===== src/igd_pkg.sv =====
/*
 * Shared constants and types of the inverting general I/O block: line counts,
 * register offsets, reset values and the APB request carrier.
 * Assumes a 32-bit APB master on the same clock as the block.
 */
// Operation
// - Forty-eight general I/O lines, organised as six ports of eight bits.
// - Every line has its own direction; no group shares a setting.
// - Values are inverted between internal data and pin levels, both directions.
// - A written 0 releases the pin; pull-up holds it high, usable as input.
// - A written 1 drives the pin low.
// - Reads return inverted pin levels, so driven lines read back as written.
// - Only the lowest 24 lines carry edge detection.
// - Each edge-capable line has its own detection enable.
// - Each edge-capable line selects rising or falling transition.
// - Any selected, enabled transition raises the interrupt request; the code raises it only where the line's irq_mask bit is set.
package igd_pkg;
    localparam int NUM_PORTS = 6;
    localparam int PORT_W = 8;
    localparam int NUM_LINES = 48;
    localparam int EDGE_LINES = 24;
    localparam int ADDR_W = 12;
    localparam int DATA_W = 32;
    localparam logic [ADDR_W-1:0] OFF_PORT0 = 12'h000;
    localparam logic [ADDR_W-1:0] OFF_EDGE_EN = 12'h018;
    localparam logic [ADDR_W-1:0] OFF_EDGE_POL = 12'h01C;
    localparam logic [ADDR_W-1:0] OFF_IRQ_STAT = 12'h020;
    localparam logic [ADDR_W-1:0] OFF_IRQ_MASK = 12'h024;
    localparam logic [NUM_LINES-1:0] RST_PORTS = 48'h000000000000;
    localparam logic [EDGE_LINES-1:0] RST_EDGE_EN = 24'h000000;
    localparam logic [EDGE_LINES-1:0] RST_EDGE_POL = 24'h000000;
    localparam logic [EDGE_LINES-1:0] RST_IRQ_STAT = 24'h000000;
    localparam logic [EDGE_LINES-1:0] RST_IRQ_MASK = 24'hFFFFFF;
    // pins idle high through their pull-ups
    localparam logic [EDGE_LINES-1:0] RST_PIN_PREV = 24'hFFFFFF;

    typedef struct packed {
        logic sel;
        logic en;
        logic wr;
        logic [ADDR_W-1:0] addr;
        logic [DATA_W-1:0] wdata;
    } igd_apb_req_s;
endpackage


===== src/igd_dio.sv =====
/*
 * Inverting general I/O block: 48 open-drain lines in six byte ports, edge
 * detection with pending flags on the lowest 24 lines, one level interrupt.
 * Assumes an APB master on MCLK and external pull-ups on every pin.
 */
// Added by the designer: the address map and the APB interface to the registers.
`timescale 1ns/1ps
`default_nettype none
module igd_dio (
    input wire logic MCLK, // 100 MHz block clock
    input wire logic RST, // synchronous reset, active high
    input wire logic PSEL, // APB select
    input wire logic PENABLE, // APB access phase
    input wire logic PWRITE, // APB direction, 1 = write
    input wire logic [igd_pkg::ADDR_W-1:0] PADDR, // APB byte address
    input wire logic [igd_pkg::DATA_W-1:0] PWDATA, // APB write data
    output logic [igd_pkg::DATA_W-1:0] PRDATA, // APB read data
    output logic PREADY, // APB ready, one cycle
    output logic PSLVERR, // APB error for unmapped address
    input wire logic [igd_pkg::NUM_LINES-1:0] PIN_IN, // pin levels
    output logic [igd_pkg::NUM_LINES-1:0] PIN_OUT, // pin drive level, always low
    output logic [igd_pkg::NUM_LINES-1:0] PIN_OE, // pin driven low when high
    output logic IRQ // level interrupt
);
    localparam int NL = igd_pkg::NUM_LINES;
    localparam int NE = igd_pkg::EDGE_LINES;

    igd_pkg::igd_apb_req_s req;
    logic [NL-1:0] pin_sync;
    logic [NL-1:0] port_data;
    logic [NL-1:0] next_port_data;
    logic [NE-1:0] edge_en;
    logic [NE-1:0] next_edge_en;
    logic [NE-1:0] edge_pol;
    logic [NE-1:0] next_edge_pol;
    logic [NE-1:0] irq_stat;
    logic [NE-1:0] next_irq_stat;
    logic [NE-1:0] irq_mask;
    logic [NE-1:0] next_irq_mask;
    logic [NE-1:0] pin_prev;
    logic [NE-1:0] edge_hit;
    logic [igd_pkg::DATA_W-1:0] next_prdata;
    logic next_pready;
    logic next_pslverr;
    logic next_irq;
    logic setup_acc;
    logic commit;

    assign req = '{sel: PSEL, en: PENABLE, wr: PWRITE, addr: PADDR, wdata: PWDATA};
    // first access cycle answers, the edge that sees PREADY commits the write
    assign setup_acc = req.sel && req.en && !PREADY;
    assign commit = req.sel && req.en && PREADY;

    ////////////////////////////////////////////////////////////////////////////
    // pin input synchronisation

    igd_sync #(
        .WIDTH(NL)
    ) u_sync (
        .clk(MCLK),
        .rst(RST),
        .d(PIN_IN),
        .q(pin_sync)
    );

    ////////////////////////////////////////////////////////////////////////////
    // edge detection, one slice per edge-capable line

    genvar gi;
    generate
        for (gi = 0; gi < NE; gi++)
        begin : g_edge
            // polarity 1 = rising pin level, 0 = falling
            assign edge_hit[gi] = edge_en[gi] && (edge_pol[gi] ?
                (pin_sync[gi] && !pin_prev[gi]) :
                (!pin_sync[gi] && pin_prev[gi]));
        end
    endgenerate

    ////////////////////////////////////////////////////////////////////////////
    // register file and bus answer

    always_comb
    begin
        next_port_data = port_data;
        next_edge_en = edge_en;
        next_edge_pol = edge_pol;
        next_irq_mask = irq_mask;
        next_irq_stat = irq_stat;
        next_prdata = PRDATA;
        next_pready = 1'b0;
        next_pslverr = 1'b0;
        if (setup_acc)
        begin
            next_pready = 1'b1;
            next_prdata = '0;
            if (req.addr < igd_pkg::OFF_EDGE_EN && req.addr[1:0] == 2'h0)
            begin
                for (int p = 0; p < igd_pkg::NUM_PORTS; p++)
                begin
                    if (req.addr[4:2] == 3'(p))
                    begin
                        // inverted pin level, driven lines read as written
                        next_prdata[7:0] = ~pin_sync[p*8 +: 8];
                    end
                end
            end
            else if (req.addr == igd_pkg::OFF_EDGE_EN)
            begin
                next_prdata[NE-1:0] = edge_en;
            end
            else if (req.addr == igd_pkg::OFF_EDGE_POL)
            begin
                next_prdata[NE-1:0] = edge_pol;
            end
            else if (req.addr == igd_pkg::OFF_IRQ_STAT)
            begin
                next_prdata[NE-1:0] = irq_stat;
            end
            else if (req.addr == igd_pkg::OFF_IRQ_MASK)
            begin
                next_prdata[NE-1:0] = irq_mask;
            end
            else
            begin
                next_pslverr = 1'b1;
            end
        end
        if (commit && req.wr && !PSLVERR)
        begin
            if (req.addr < igd_pkg::OFF_EDGE_EN)
            begin
                for (int p = 0; p < igd_pkg::NUM_PORTS; p++)
                begin
                    if (req.addr[4:2] == 3'(p))
                    begin
                        // each bit is its own direction: 1 pulls low, 0 releases
                        next_port_data[p*8 +: 8] = req.wdata[7:0];
                    end
                end
            end
            else if (req.addr == igd_pkg::OFF_EDGE_EN)
            begin
                next_edge_en = req.wdata[NE-1:0];
            end
            else if (req.addr == igd_pkg::OFF_EDGE_POL)
            begin
                next_edge_pol = req.wdata[NE-1:0];
            end
            else if (req.addr == igd_pkg::OFF_IRQ_STAT)
            begin
                next_irq_stat = irq_stat & ~req.wdata[NE-1:0];
            end
            else if (req.addr == igd_pkg::OFF_IRQ_MASK)
            begin
                next_irq_mask = req.wdata[NE-1:0];
            end
        end
        // a new edge outranks a clear in the same cycle
        next_irq_stat = next_irq_stat | edge_hit;
        next_irq = |(irq_stat & irq_mask);
    end

    always_ff @(posedge MCLK)
    begin
        if (RST)
        begin
            port_data <= igd_pkg::RST_PORTS;
            edge_en <= igd_pkg::RST_EDGE_EN;
            edge_pol <= igd_pkg::RST_EDGE_POL;
            irq_stat <= igd_pkg::RST_IRQ_STAT;
            irq_mask <= igd_pkg::RST_IRQ_MASK;
            pin_prev <= igd_pkg::RST_PIN_PREV;
            PRDATA <= '0;
            PREADY <= 1'b0;
            PSLVERR <= 1'b0;
            IRQ <= 1'b0;
            PIN_OE <= '0;
            PIN_OUT <= '0;
        end
        else
        begin
            port_data <= next_port_data;
            edge_en <= next_edge_en;
            edge_pol <= next_edge_pol;
            irq_stat <= next_irq_stat;
            irq_mask <= next_irq_mask;
            pin_prev <= pin_sync[NE-1:0];
            PRDATA <= next_prdata;
            PREADY <= next_pready;
            PSLVERR <= next_pslverr;
            IRQ <= next_irq;
            // open drain: data 1 enables the low driver, data 0 floats high
            PIN_OE <= next_port_data;
            PIN_OUT <= '0;
        end
    end

    ////////////////////////////////////////////////////////////////////////////
    // checks

    ready_wait_a: assert property (@(posedge MCLK) disable iff (RST)
        PSEL && PENABLE && !PREADY |=> PREADY)
        else $error("access phase not answered in one cycle");

    ready_pulse_a: assert property (@(posedge MCLK) disable iff (RST)
        PREADY |=> !PREADY)
        else $error("ready held longer than one cycle");

    drive_low_a: assert property (@(posedge MCLK) disable iff (RST)
        PSEL && PENABLE && PREADY && PWRITE && !PSLVERR && PADDR == igd_pkg::OFF_PORT0
        |=> PIN_OE[7:0] == $past(PWDATA[7:0]) && PIN_OUT[7:0] == 8'h00)
        else $error("port 0 write not reflected on drivers");

    readback_inv_a: assert property (@(posedge MCLK) disable iff (RST)
        PSEL && PENABLE && !PREADY && PADDR == igd_pkg::OFF_PORT0
        |=> PRDATA[7:0] == ~$past(pin_sync[7:0]) && PRDATA[31:8] == 24'h000000)
        else $error("port 0 read is not inverted pin level");

    edge_set_a: assert property (@(posedge MCLK) disable iff (RST)
        |edge_hit |=> (irq_stat & $past(edge_hit)) == $past(edge_hit))
        else $error("detected edge not held pending");

    edge_off_a: assert property (@(posedge MCLK) disable iff (RST)
        edge_en == 24'h000000 && irq_stat == 24'h000000 |=> irq_stat == 24'h000000)
        else $error("pending flag set with detection off");

    irq_level_a: assert property (@(posedge MCLK) disable iff (RST)
        |(irq_stat & irq_mask) |=> IRQ)
        else $error("interrupt not raised for pending edge");

    irq_clear_a: assert property (@(posedge MCLK) disable iff (RST)
        !(|(irq_stat & irq_mask)) |=> !IRQ)
        else $error("interrupt high with nothing pending");

    unmapped_err_a: assert property (@(posedge MCLK) disable iff (RST)
        PSEL && PENABLE && !PREADY && PADDR > igd_pkg::OFF_IRQ_MASK |=> PSLVERR && PREADY)
        else $error("unmapped access not flagged");

    err_ready_a: assert property (@(posedge MCLK) disable iff (RST)
        PSLVERR |-> PREADY)
        else $error("error flag without ready");

    read_upper_a: assert property (@(posedge MCLK) disable iff (RST)
        PREADY |-> PRDATA[31:24] == 8'h00)
        else $error("read data above the register width");

    idle_ready_a: assert property (@(posedge MCLK) disable iff (RST)
        !(PSEL && PENABLE) |=> !PREADY)
        else $error("ready without an access phase");

    read_hold_a: assert property (@(posedge MCLK) disable iff (RST)
        !(PSEL && PENABLE && !PREADY) |=> $stable(PRDATA))
        else $error("read data moved between answers");

    oe_steady_a: assert property (@(posedge MCLK) disable iff (RST)
        !(PSEL && PENABLE && PREADY && PWRITE) |=> $stable(PIN_OE))
        else $error("drivers changed without a write");

    // both flops must have left reset before the pipe holds real pin history
    sync_depth_a: assert property (@(posedge MCLK) disable iff (RST)
        !$past(RST) && !$past(RST, 2) |-> pin_sync == $past(PIN_IN, 2))
        else $error("pin synchroniser depth is not two");

    rise_detect_a: assert property (@(posedge MCLK) disable iff (RST)
        |(edge_en & edge_pol & pin_sync[NE-1:0] & ~pin_prev)
        |=> (irq_stat & $past(edge_en & edge_pol & pin_sync[NE-1:0] & ~pin_prev))
        == $past(edge_en & edge_pol & pin_sync[NE-1:0] & ~pin_prev))
        else $error("enabled rising edge not held pending");

    fall_detect_a: assert property (@(posedge MCLK) disable iff (RST)
        |(edge_en & ~edge_pol & ~pin_sync[NE-1:0] & pin_prev)
        |=> (irq_stat & $past(edge_en & ~edge_pol & ~pin_sync[NE-1:0] & pin_prev))
        == $past(edge_en & ~edge_pol & ~pin_sync[NE-1:0] & pin_prev))
        else $error("enabled falling edge not held pending");

    stat_hold_a: assert property (@(posedge MCLK) disable iff (RST)
        !(PSEL && PENABLE && PREADY && PWRITE && PADDR == igd_pkg::OFF_IRQ_STAT)
        |=> (irq_stat & $past(irq_stat)) == $past(irq_stat))
        else $error("pending flag lost without a clear");

    // flags move only on a write or on an enabled edge of the chosen sense
    stat_only_a: assert property (@(posedge MCLK) disable iff (RST)
        !(PSEL && PENABLE && PREADY && PWRITE) && !(|(edge_en
        & (edge_pol ^ ~pin_sync[NE-1:0]) & (pin_sync[NE-1:0] ^ pin_prev)))
        |=> irq_stat == $past(irq_stat))
        else $error("pending flag set without a qualifying edge");

    w1c_clear_a: assert property (@(posedge MCLK) disable iff (RST)
        PSEL && PENABLE && PREADY && PWRITE && PADDR == igd_pkg::OFF_IRQ_STAT && !(|edge_hit)
        |=> (irq_stat & $past(PWDATA[NE-1:0])) == 24'h000000)
        else $error("written one did not clear its flag");

    mask_write_a: assert property (@(posedge MCLK) disable iff (RST)
        PSEL && PENABLE && PREADY && PWRITE && PADDR == igd_pkg::OFF_IRQ_MASK
        |=> irq_mask == $past(PWDATA[NE-1:0]))
        else $error("mask write not taken");

    en_write_a: assert property (@(posedge MCLK) disable iff (RST)
        PSEL && PENABLE && PREADY && PWRITE && PADDR == igd_pkg::OFF_EDGE_EN
        |=> edge_en == $past(PWDATA[NE-1:0]))
        else $error("edge enable write not taken");

    edge_seen_c: cover property (@(posedge MCLK) disable iff (RST) |edge_hit ##1 IRQ);
    port_write_c: cover property (@(posedge MCLK) disable iff (RST)
        PSEL && PENABLE && PREADY && PWRITE && PADDR < igd_pkg::OFF_EDGE_EN);
    stat_clear_c: cover property (@(posedge MCLK) disable iff (RST)
        IRQ ##1 PSEL && PENABLE && PREADY && PWRITE && PADDR == igd_pkg::OFF_IRQ_STAT
        ##2 !IRQ);
    irq_masked_c: cover property (@(posedge MCLK) disable iff (RST) irq_stat != 24'h000000 && !IRQ);
    edge_rise_c: cover property (@(posedge MCLK) disable iff (RST) |(edge_hit & edge_pol));
endmodule // igd_dio
`default_nettype wire


===== src/igd_sync.sv =====
/*
 * Two-flop synchroniser for a bus of independent level inputs.
 * Assumes each bit is a slow level; bits are not coherent with each other.
 */
`timescale 1ns/1ps
`default_nettype none
module igd_sync #(
    parameter int WIDTH = 48
) (
    input wire logic clk, // block clock
    input wire logic rst, // synchronous reset, active high
    input wire logic [WIDTH-1:0] d, // asynchronous levels
    output logic [WIDTH-1:0] q // synchronised levels
);
    logic [WIDTH-1:0] meta;

    // reset to all ones: released pins sit high
    always_ff @(posedge clk)
    begin
        if (rst)
        begin
            meta <= '1;
            q <= '1;
        end
        else
        begin
            meta <= d;
            q <= meta;
        end
    end
endmodule // igd_sync
`default_nettype wire


===== config.mk =====
export PLATFORM = sky130hd
export DESIGN_NAME = igd_dio
export DESIGN_NICKNAME = d
export VERILOG_FILES = /design/src/igd_pkg.sv /design/src/igd_dio.sv /design/src/igd_sync.sv
export SDC_FILE = /design/constraint.sdc
export NUM_CORES = 1
export LEC_CHECK = 0
export BUFFER_PORTS_ARGS = -buffer_cell sky130_fd_sc_hd__buf_4
export CAP_MARGIN = 25
export CORE_MARGIN = 1
export CORE_UTILIZATION = 50
export CTS_CLUSTER_SIZE = 14
export DETAILED_ROUTE_END_ITERATION = 12
export HOLD_SLACK_MARGIN = 0.02
export PLACE_DENSITY = 0.85
export SLEW_MARGIN = 20
export SYNTH_ARGS = -nofsm -noshare
export SYNTH_HDL_FRONTEND = slang
export SYNTH_HIERARCHICAL = 1
export SYNTH_SLANG_ARGS = --single-unit

===== constraint.sdc =====
create_clock -name MCLK -period 2.05 [get_ports MCLK]
set_clock_uncertainty 0.2 [all_clocks]
set_input_delay 0.205 -clock MCLK [delete_from_list [all_inputs] [get_ports MCLK]]
set_output_delay 0.205 -clock MCLK [all_outputs]
set_load 0.02 [all_outputs]

==> metrics.md, run 1 <==
| Metric | Value |
|---|---|
| Status | finished clean |
| Die area | 0.02519 mm2 |
| Switching power | between 2 and 3 mW |
| Hold Path Origin | PADDR[9] |
| Longest Clk Path Bufs | 3 |
| Slowest cell on crit path | dlygate4sd3_1 |
| Core footprint | 0.02375 mm2 |
| Routed WL per cell | about 19 um |
| Max Slew Vio Count | 0 |
| Post-DP Area | 0.01378 mm2 |
| R2R Path End | irq_stat[19] |
| CP Capture Point | edge_pol[6] |
| Final GP Congestion | slightly below 0.9 |
| CP Max Fanout | 19 |
| Reg2reg start | PSLVERR |
| DRT antenna net count | 0 |
| N_diodes | 0 |
| Fin Setup TNS | 0 ns |
| Buffers on Ports | 163 |
| Num CTS Buffers | 30 |
| CTS tree | yes |
| Vias in the first global route | 10454 |
| Yosys cell types | between 40 and 50 |
| Net Sw Frac | 22.48% |
| Layout cells sized above 1 | 21.90% |
| Cell Pwr Density | 814.9 mW/mm2 |
| Crit Path Class | primary input to flip-flop |
| Commonest cells after routing, fill and taps aside | 291 x dfxtp_1, 196 x buf_4, 135 x o21ai_0, 100 x nand2_1, 88 x nor2_1 |
| Crit path launch | PADDR[4] |
| Hold WC Path Type | primary input to flip-flop |
| GRT Total Usage | 28.35% |
| Total Wirelength | roughly 37000 um |
| Vias/cell | 5.585 |
| Die Ht | 158.7 um |
| CTS root buffer | clkbuf_16 |
| P_leak | 6.287 nW |
| Iteration count of the initial detailed-routing pass | 6 |
| Vias | 10835 |
| Syn. warnings | 6 |
| Sink Count | 291 |
| DRT iter0 DRCs | 1103 |
| Finished Core Util | between 60% and 70% |
| WP data arrival | ~2.3 ns |
| Critical-path cell list | dlygate4sd3_1, buf_4, buf_12, and3b_1, buf_12, and2_0, buf_4, nand3_1, a21oi_1 |
| Reg2reg path depth | 5 |
| Final setup viols | 0 |
| CP Depth | 9 |
| Nets | 1696 |
| Worst path bufs/invs | 5 |
| H-tree depth | 1 |
| Mapped Cells | 1380 |
| Post-synthesis sequential area ratio | 47.44% |
| Die width | between 150 and 200 um |
| Final global-route overflow total | 0 |
| Slew headroom | 60.10% |
| Peak Freq | around 500 MHz |
| Commonest non-fill, non-tap cell in the layout | dfxtp_1 |
| Initial Util | 51.70% |
| Fin crit period | 2.018 ns |
| VDD IR-drop max | 0.0008843 V |
| Req. time, crit path | between 2 and 2.5 ns |
| Crit end category | flip-flop |
| Synthesized area | about 0.012 mm2 |
| Clock latency on the worst-skew pair | 0.55 ns |
| Pin slew with the least headroom to its limit | around 0.6 ns |
| R2R Setup Slk | approximately 0.16 ns |
| Seq pwr share | between 40% and 50% |
| I/O Pins | 228 |
| First-pass GRT wire length | 57390 um |
| Row count | 56 |
| Startpoint types | primary input |
| Yosys reg bits | between 200 and 300 |
| Setup Buffers After CTS | 0 |
| Pint | slightly below 10 mW |
| Power share of the clock group | 46.9% |
| Pin count of the biggest net entering global routing | 86 |
| Layout area overhead | 27.79% |
| Hpwl dp | 23210 um |
| Cell family with most CP delay | buffers and inverters |
| DRC violations left | 0 |
| Combinational fraction of design power | under 10% |
| Max-cap violation count | 0 |
| Initial antenna violation count | 0 |
| Syn Area/Cell | 8.899 um2 |
| Slowest stage delay, CP | 0.55 ns |
| Post-route cell area | 0.01569 mm2 |
| Tcrit/Tclk final | 98.42% |
| CTS clock-pin slew for the worst setup and hold paths | 0.06 ns |
| Final Hold Fails | 0 |
==> synthesized netlist by cell type, drive strengths merged <==
cell / count / area (um2)
or4bb: 1 / 11.26
nor4b: 3 / 62.56
or3: 2 / 12.51
nor3: 1 / 5.000
dfxtp: 291 / 5826
and3: 15 / 93.84
o21ai: 137 / 685.7
buf: 81 / 563.0
a22oi: 36 / 270.3
conb: 1 / 3.750
clkbuf: 76 / 285.3
nor2: 88 / 330.3
o22ai: 8 / 50.05
nor4bb: 2 / 20.02
o21a: 1 / 7.510
or4: 1 / 11.26
a21oi: 73 / 365.4
nand2b: 81 / 506.7
nand4: 4 / 25.02
nand3: 51 / 270.3
o211ai: 16 / 120.1
nand2: 100 / 375.4
a311oi: 9 / 78.83
and2: 4 / 25.03
nor4: 4 / 31.28
a221o: 8 / 80.08
mux2i: 72 / 720.7
nor2b: 28 / 175.2
nand3b: 3 / 22.52
and4: 1 / 8.760
nor3b: 25 / 187.7
a211oi: 24 / 180.2
or2: 122 / 763.2
and3b: 3 / 26.28
o211a: 8 / 80.08
==> worst min-delay path by stage <==
stage	end	slack (ns)	cells past startpoint
finish	PRDATA[22]	0.10	6
global route	PRDATA[18]	0.13	6
CTS	PRDATA[22]	0.08	6
detailed placement	u_sync/q[6]	0.19	1
global placement	u_sync/q[33]	0.19	1
floorplan	u_sync/meta[0]	0.11	1
==> per-layer routing <==
layer  track usage, %  wire length [um]  vias to the layer above
li1                 -                 -                     5082
met1            36.39             14760                     5048
met2            46.73             17130                      600
met3            5.460              3471                      105
met4            11.12              1360                        0
met5                0                 0                        -
==> metrics by stage <==
step	std cells	worst slack, ns	hold WS (ns)	power (mW)
final	1940	0.03237	0.1022	12.79
after global routing	1940	-0.009271	0.1308	13.15
after CTS	1940	0.05220	0.07673	12.82
after detailed placement	1807	-0.1354	0.1886	6.757
after global placement	1807	-0.1199	0.1898	6.743
after floorplan	1435	-0.002646	0.1088	6.476
==> registers in the layout, indices dropped and copies added, names as in the netlist <==
signal and count:
u_sync/q 48, pin_prev 24, irq_mask 24, PREADY 1
PRDATA 24, irq_stat 24, PSLVERR 1, edge_pol 24
IRQ 1, port_data 48, u_sync/meta 48, edge_en 24
==> power groups by stage <==
stage               clock network, mW  registers, mW  logic (mW)
floorplan                           0           5.91       0.565
global placement                    0           5.93       0.810
detailed placement                  0           5.94       0.820
CTS                              6.06           5.81       0.942
global route                     6.30           5.82        1.03
finish                           6.00           5.81       0.974
==> kinds of logic (layout without fill, tap and decap cells) <==
family	after synthesis	in the layout	share of synthesized area (%)
buffers and inverters	157	343	6.908
multiplexers	72	72	5.869
flip-flops	291	291	47.44
AO/OA/AOI/OAI	320	320	15.62
AND/OR/NAND/NOR	539	539	24.14
other	1	56	0.03054
==> area by class of cell <==
class	instances	area (um2)
Sequential cell	291	5826
Tap cell	319	399.1
Timing Repair Buffer	289	2516
Multi-Input combinational cell	987	5852
Clock buffer	40	869.6
Clock inverter	14	231.5
Fill cell	1789	8059
==> worst reg2reg max path, cell delays in order, from the launching register on <==
cell and delay [ns]:
dfxtp_1 0.36, and3b_1 0.20, nand4_1 0.16, buf_6 0.45
o21ai_0 0.21, a21oi_1 0.22
==> repair_timing <==
action	CTS	global route
hold endpoints to repair	151	0
hold buffers	79	0
resized for setup	0	6
endpoints found under the setup margin	0	82
Power figures use the tool's default switching activity.
==> run 2: changes to the inputs <==
==> constraint.sdc (replaced) <==
create_clock -name MCLK -period 2.05 [get_ports MCLK]
set_clock_uncertainty 0.2 [all_clocks]
set_input_delay 0.615 -clock MCLK [delete_from_list [all_inputs] [get_ports MCLK]]
set_output_delay 0.615 -clock MCLK [all_outputs]
set_load 0.02 [all_outputs]
==> run 2 against run 1 <==
  * Power is 5.9% lower
  * Global-route usage is 1.6 points lower
  * Non-clock buffer count is 46 lower
  * Register-to-register slack better by 0.02 ns
  * First-iteration DRC count is 5.2% lower
  * Critical endpoint is now port_data[34]
  * Utilization is 2.2 points lower
  * Routed wire length is 5.7% lower
  * Largest power group is now registers
==> metrics.md, run 2 (same netlist as run 1, synthesis figures left out) <==
| Metric | Value |
|---|---|
| DRT antenna net count | 0 (unchanged) |
| CP Max Fanout | 8 (-11) |
| VDD IR-drop max | 0.0007008 V (-21%) |
| Req. time, crit path | 2.25 ns (-0.07 ns) |
| Buffers on Ports | 163 (unchanged) |
| Die Ht | 158.7 um (unchanged) |
| Tcrit/Tclk final | 99.35% (+0.92 points) |
| Iteration count of the initial detailed-routing pass | 5 (-1) |
| Commonest non-fill, non-tap cell in the layout | dfxtp_1 |
| Critical-path cell list | buf_4, or4_4, nor4_4, buf_4, nand3_2, buf_12, mux2i_1 |
| Layout area overhead | 23.47% |
| Startpoint types | primary input |
| Fillcell total | 1915 (+7.0%) |
| Routed WL per cell | 18.30 um (-3.3%) |
| DRT iter0 DRCs | 1046 (-5.2%) |
| Cell Pwr Density | 794.0 mW/mm2 (-2.6%) |
| Crit end category | flip-flop |
| Slowest stage delay, CP | 0.58 ns (+0.03 ns) |
| Commonest cells after routing, fill and taps aside | 291 x dfxtp_1, 220 x buf_4, 115 x o21ai_0, 99 x nand2_1, 88 x nor2_1 |
| Pin count of the biggest net entering global routing | 114 (+33%) |
| Die area | 0.02519 mm2 (unchanged) |
| Status | finished clean |
| Clock latency on the worst-skew pair | 0.54 ns (about the same) |
| Initial antenna violation count | 1 (+1) |
| Final global-route overflow total | 0 (unchanged) |
| Die width | 158.7 um (unchanged) |
| Max Slew Vio Count | 0 (unchanged) |
| Initial Util | 51.70% (unchanged) |
| GRT Total Usage | 26.70% (-1.6 points) |
| Worst path most repeated cell | buf_4 |
| Cell family with most CP delay | simple AND/OR/NAND/NOR gates |
| Pin slew with the least headroom to its limit | 0.5035 ns (-0.09501 ns) |
| Fin crit period | 2.037 ns (+0.01895 ns) |
| Final Hold Fails | 0 (unchanged) |
| Crit Path Class | primary input to flip-flop |
| Max-cap violation count | 0 (unchanged) |
| Vias/cell | 5.492 (-1.7%) |
| Worst path bufs/invs | 3 (-2) |
| CTS tree | yes |
| CTS clock-pin slew for the worst setup and hold paths | 0.06 ns (about the same) |
| CTS root buffer | clkbuf_16 |
| Final setup viols | 0 (unchanged) |
| Longest Clk Path Bufs | 3 (unchanged) |
| Slowest cell on crit path | or4_4 |
| Sink Count | 291 (unchanged) |
| Finished Core Util | 63.84% (-2.2 points) |
| Fin Setup TNS | 0 ns (unchanged) |
| DRC violations left | 0 (unchanged) |
| I/O Pins | 228 (unchanged) |
| Peak Freq | 491.0 MHz (-0.93%) |
| Hpwl dp | 23770 um (+2.4%) |
| Largest regs | port_data x48, u_sync/meta x48, u_sync/q x48 |
| Num CTS Buffers | 29 (-3.3%) |
| Hold WC Path Type | primary input to flip-flop |
| N_diodes | 0 (unchanged) |
| First-pass GRT wire length | 54220 um (-5.5%) |
| Total Wirelength | 34630 um (-5.7%) |
| Vias | 10391 (-4.1%) |
| Slew headroom | 66.43% (+6.3 points) |
| Row count | 56 (unchanged) |
| H-tree depth | 1 (unchanged) |
| Nets | 1649 (-2.8%) |
| Final GP Congestion | 0.8814 (-0.90%) |
| Core footprint | 0.02375 mm2 (unchanged) |
| WP data arrival | 2.24 ns (-0.05 ns) |
| Vias in the first global route | 9702 (-7.2%) |
| Layout cells sized above 1 | 24.67% (+2.8 points) |
| P_leak | 6.127 nW (-2.5%) |
-- run 2: cell types whose count changed in the layout (fill, tap and decap cells not counted), moves of 2 or more --
cell / previous run / this run
dlygate4sd3_1: 79 / 0
buf_4: 196 / 220
o21ai_0: 135 / 115
o21ai_1: 2 / 22
buf_12: 11 / 19
clkinv_2: 5 / 9
bufinv_16: 6 / 3
clkbuf_16: 31 / 29
nor4_1: 2 / 0
nor4_4: 0 / 2
-- run 2: worst paths after layout --
path	start	endpoint	slack (ns)	cells past startpoint
setup / recovery	PADDR[9]	port_data[34]	0.01	7
hold / removal	PIN_IN[37]	u_sync/meta[37]	0.06	2
setup reg to reg	PREADY	port_data[34]	0.18	6
hold reg to reg	u_sync/meta[17]	u_sync/q[17]	0.20	1
-- run 2: what timing repair did --
action / 4_1_cts / 5_1_grt
pin swaps: 0 / 0
buffers inserted: 0 / 1
gates cloned: 0 / 0
endpoints found under the hold margin: 0 / 0
resized for setup: 1 / 8
setup endpoints to repair: 10 / 30
hold buffers: 0 / 0
-- run 2: per-layer routing --
layer  track usage [%]  vias to the layer above  share of wire [%]
met5                 0                        -              0.038
met4             8.517                        2                2.7
met3             4.049                       58                8.1
met2             42.09                      507                 45
met1             37.32                     4838                 44
li1                  -                     4986                  -
-- run 2: report_power, final --
group	total, mW	switching [mW]	internal [mW]
registers	5.81	0.0506	5.76
clock network	5.34	2.17	3.18
logic	0.888	0.517	0.371
-- run 2: area by class of cell --
class | count | area, um2 | area share (%)
Multi-Input combinational cell | 987 | 5896 | 38.88
Sequential cell | 291 | 5826 | 38.42
Timing Repair Buffer | 243 | 2077 | 13.70
Clock buffer | 39 | 823.3 | 5.429
Tap cell | 319 | 399.1 | 2.632
Clock inverter | 13 | 142.6 | 0.9407
-- run 2: through the flow --
stage	cell area, um2	hold WS [ns]	cells	worst slack (ns)	power [mW]
floorplan	12600	0.1832	1435	-0.4123	6.486
global placement	14130	0.1845	1839	-0.5203	6.777
detailed placement	14130	0.1871	1839	-0.5192	6.795
CTS	15110	0.03982	1891	0.01130	12.08
global route	15160	0.04779	1892	-0.01606	12.42
finish	15160	0.05923	1892	0.01342	12.04
-- run 2: worst reg2reg max path, stage by stage (launching register included) --
cell	delay (ns)
dfxtp_1	0.41
nand3b_1	0.22
nor4_4	0.31
buf_4	0.20
nand3_2	0.10
buf_12	0.17
mux2i_1	0.12
==> run 3: changes to the inputs <==
--- a/config.mk
+++ b/config.mk
@@ -9,10 +9,12 @@
 export CAP_MARGIN = 25
 export CORE_MARGIN = 1
 export CORE_UTILIZATION = 50
+export CTS_BUF_LIST = sky130_fd_sc_hd__clkbuf_16
 export CTS_CLUSTER_SIZE = 14
 export DETAILED_ROUTE_END_ITERATION = 12
 export HOLD_SLACK_MARGIN = 0.02
 export PLACE_DENSITY = 0.85
+export SKIP_LAST_GASP = 1
 export SLEW_MARGIN = 20
 export SYNTH_ARGS = -nofsm -noshare
 export SYNTH_HDL_FRONTEND = slang
==> run 3 against run 2 <==
  * Power down 2.2%
  * Clock power is 4.7% lower
  * Flip-flop and latch count is the same
  * Routed wire length fell by 1.9%
  * Utilization down 0.41 points
  * Final cell count did not move
  * First-iteration DRC count grew 3.2%
  * Via count about the same
  * Clock-buffer cell count shrank 10
  * Critical path type unchanged
  * Register-to-register slack better by 0.09 ns
  * Combinational power fell by 0.9%
  * Non-clock buffer count is the same
==> metrics.md, run 3 (same netlist as run 1, synthesis figures left out) <==
| Metric | Value |
|---|---|
| Status | finished clean |
| Startpoint types | primary input |
| WP data arrival | 2.23 ns (about the same) |
| Initial Util | 51.70% (unchanged) |
| Hpwl dp | 23770 um (unchanged) |
| Row count | 56 (unchanged) |
| Core footprint | 0.02375 mm2 (unchanged) |
| First-pass GRT wire length | 53760 um (-0.85%) |
| Die area | 0.02519 mm2 (unchanged) |
| Hold WC Path Type | primary input to flip-flop |
| Peak Freq | 493.9 MHz (+0.58%) |
| VDD IR-drop max | 0.0006994 V (-0.20%) |
| Nets | 1649 (unchanged) |
| Vias in the first global route | 9621 (-0.83%) |
| Iteration count of the initial detailed-routing pass | 5 (unchanged) |
| Vias/cell | 5.488 (about the same) |
| Final GP Congestion | 0.8814 (unchanged) |
| P_leak | 6.089 nW (-0.63%) |
| Num CTS Buffers | 29 (unchanged) |
| Largest regs | port_data x48, u_sync/meta x48, u_sync/q x48 |
| Clock latency on the worst-skew pair | 0.54 ns (about the same) |
| CTS clock-pin slew for the worst setup and hold paths | 0.06 ns (about the same) |
| Reg2reg path depth | 5 (-1) |
| Buffers on Ports | 163 (unchanged) |
| DRT iter0 DRCs | 1079 (+3.2%) |
| Hold path endpoint | u_sync/meta[30] |
| Die width | 158.7 um (unchanged) |
| CTS tree | yes |
| Total Wirelength | 33980 um (-1.9%) |
| Cell Pwr Density | 781.8 mW/mm2 (-1.5%) |
| Max Slew Vio Count | 0 (unchanged) |
| Pin count of the biggest net entering global routing | 114 (unchanged) |
| DRC violations left | 0 (unchanged) |
| Fin Setup TNS | 0 ns (unchanged) |
| R2R Setup Slk | 0.27 ns (+0.09 ns) |
| Req. time, crit path | 2.25 ns (about the same) |
| Sink Count | 291 (unchanged) |
| Reg2reg start | PREADY |
| Fin crit period | 2.025 ns (-0.01182 ns) |
| Vias | 10384 (-0.067%) |
| Routed WL per cell | 17.96 um (-1.9%) |
| H-tree depth | 1 (unchanged) |
| Final Hold Fails | 0 (unchanged) |
| Final setup viols | 0 (unchanged) |
| R2R Path End | edge_pol[9] |
| Total power | 11.78 mW (-2.2%) |
| CTS root buffer | clkbuf_16 |
| Crit Path Class | primary input to flip-flop |
| N_diodes | 0 (unchanged) |
| Final global-route overflow total | 0 (unchanged) |
| Finished Core Util | 63.43% (-0.41 points) |
| Die Ht | 158.7 um (unchanged) |
| Hold Path Origin | PIN_IN[30] |
| I/O Pins | 228 (unchanged) |
| Layout area overhead | 22.69% |
| DRT antenna net count | 0 (unchanged) |
| Max-cap violation count | 0 (unchanged) |
| RSZ-0062 raised after global routing | yes |
| Hold depth | 2 (unchanged) |
| Tcrit/Tclk final | 98.77% (-0.58 points) |
| Layout cells sized above 1 | 24.28% (-0.38 points) |
| Commonest cells after routing, fill and taps aside | 291 x dfxtp_1, 223 x buf_4, 115 x o21ai_0, 99 x nand2_1, 88 x nor2_1 |
| Commonest non-fill, non-tap cell in the layout | dfxtp_1 |
| GRT Total Usage | 26.45% (-0.25 points) |
| Longest Clk Path Bufs | 3 (unchanged) |
| # hold bufs at CTS | 0 (unchanged) |
| CP Max Fanout | 8 (unchanged) |
| Initial antenna violation count | 0 (-1) |
| Crit end category | flip-flop |
[run 3: per-stage QoR]
step | instances | area, um2 | hold WS [ns] | setup slack, ns
after floorplan | 1435 | 12600 | 0.1832 | -0.4123
after detailed placement | 1839 | 14130 | 0.1871 | -0.5192
final | 1892 | 15070 | 0.05876 | 0.02524
after CTS | 1891 | 15040 | 0.03879 | 0.005633
after global routing | 1892 | 15070 | 0.04724 | -0.006725
after global placement | 1839 | 14130 | 0.1845 | -0.5203
[run 3: area by class of cell]
class                   instances  area [um2]
clock buffers                  29       725.7
clock inverters                23       180.2
fillers                      1927        8686
multi-input cells             987        5871
flip-flops and latches        291        5826
well taps                     319       399.1
repair buffers                243        2066
[run 3: layer usage]
metal / track usage [%] / routed length (um) / vias to the layer above
li1: - / - / 4981
met1: 37.37 / 14900 / 4808
met2: 41.77 / 15260 / 547
met3: 3.657 / 3045 / 48
met4: 7.811 / 775 / 0
met5: 0 / 0 / -
[run 3: repair_timing]
action                     in CTS  in global routing
setup endpoints to repair       0                 30
buffers inserted                0                  1
gates resized for setup         0                  3
[run 3: report_power, final]
| group | internal [mW] | switching (mW) | leakage (nW) |
|---|---|---|---|
| Clock | 2.93 | 2.16 | 0.466 |
| Sequential | 5.76 | 0.0504 | 2.37 |
| Combinational | 0.371 | 0.509 | 3.25 |
[run 3: worst max path at each step]
stage             start            end  slack, ns  cells past startpoint
2_1_floorplan  PADDR[9]      PRDATA[0]      -0.41                      5
3_3_place_gp   PADDR[9]      PRDATA[7]      -0.52                      6
3_5_place_dp   PADDR[9]      PRDATA[5]      -0.52                      6
4_1_cts        PADDR[9]  port_data[43]      0.006                      6
5_1_grt        PADDR[9]  port_data[27]     -0.007                      6
6_report       PADDR[9]  port_data[28]       0.03                      6
[run 3: worst max-delay path, stage by stage]
cell and delay, ns:
buf_4 0.12, or4_4 0.57, nor4_2 0.28, buf_4 0.19, nand3_2 0.24, mux2i_1 0.21
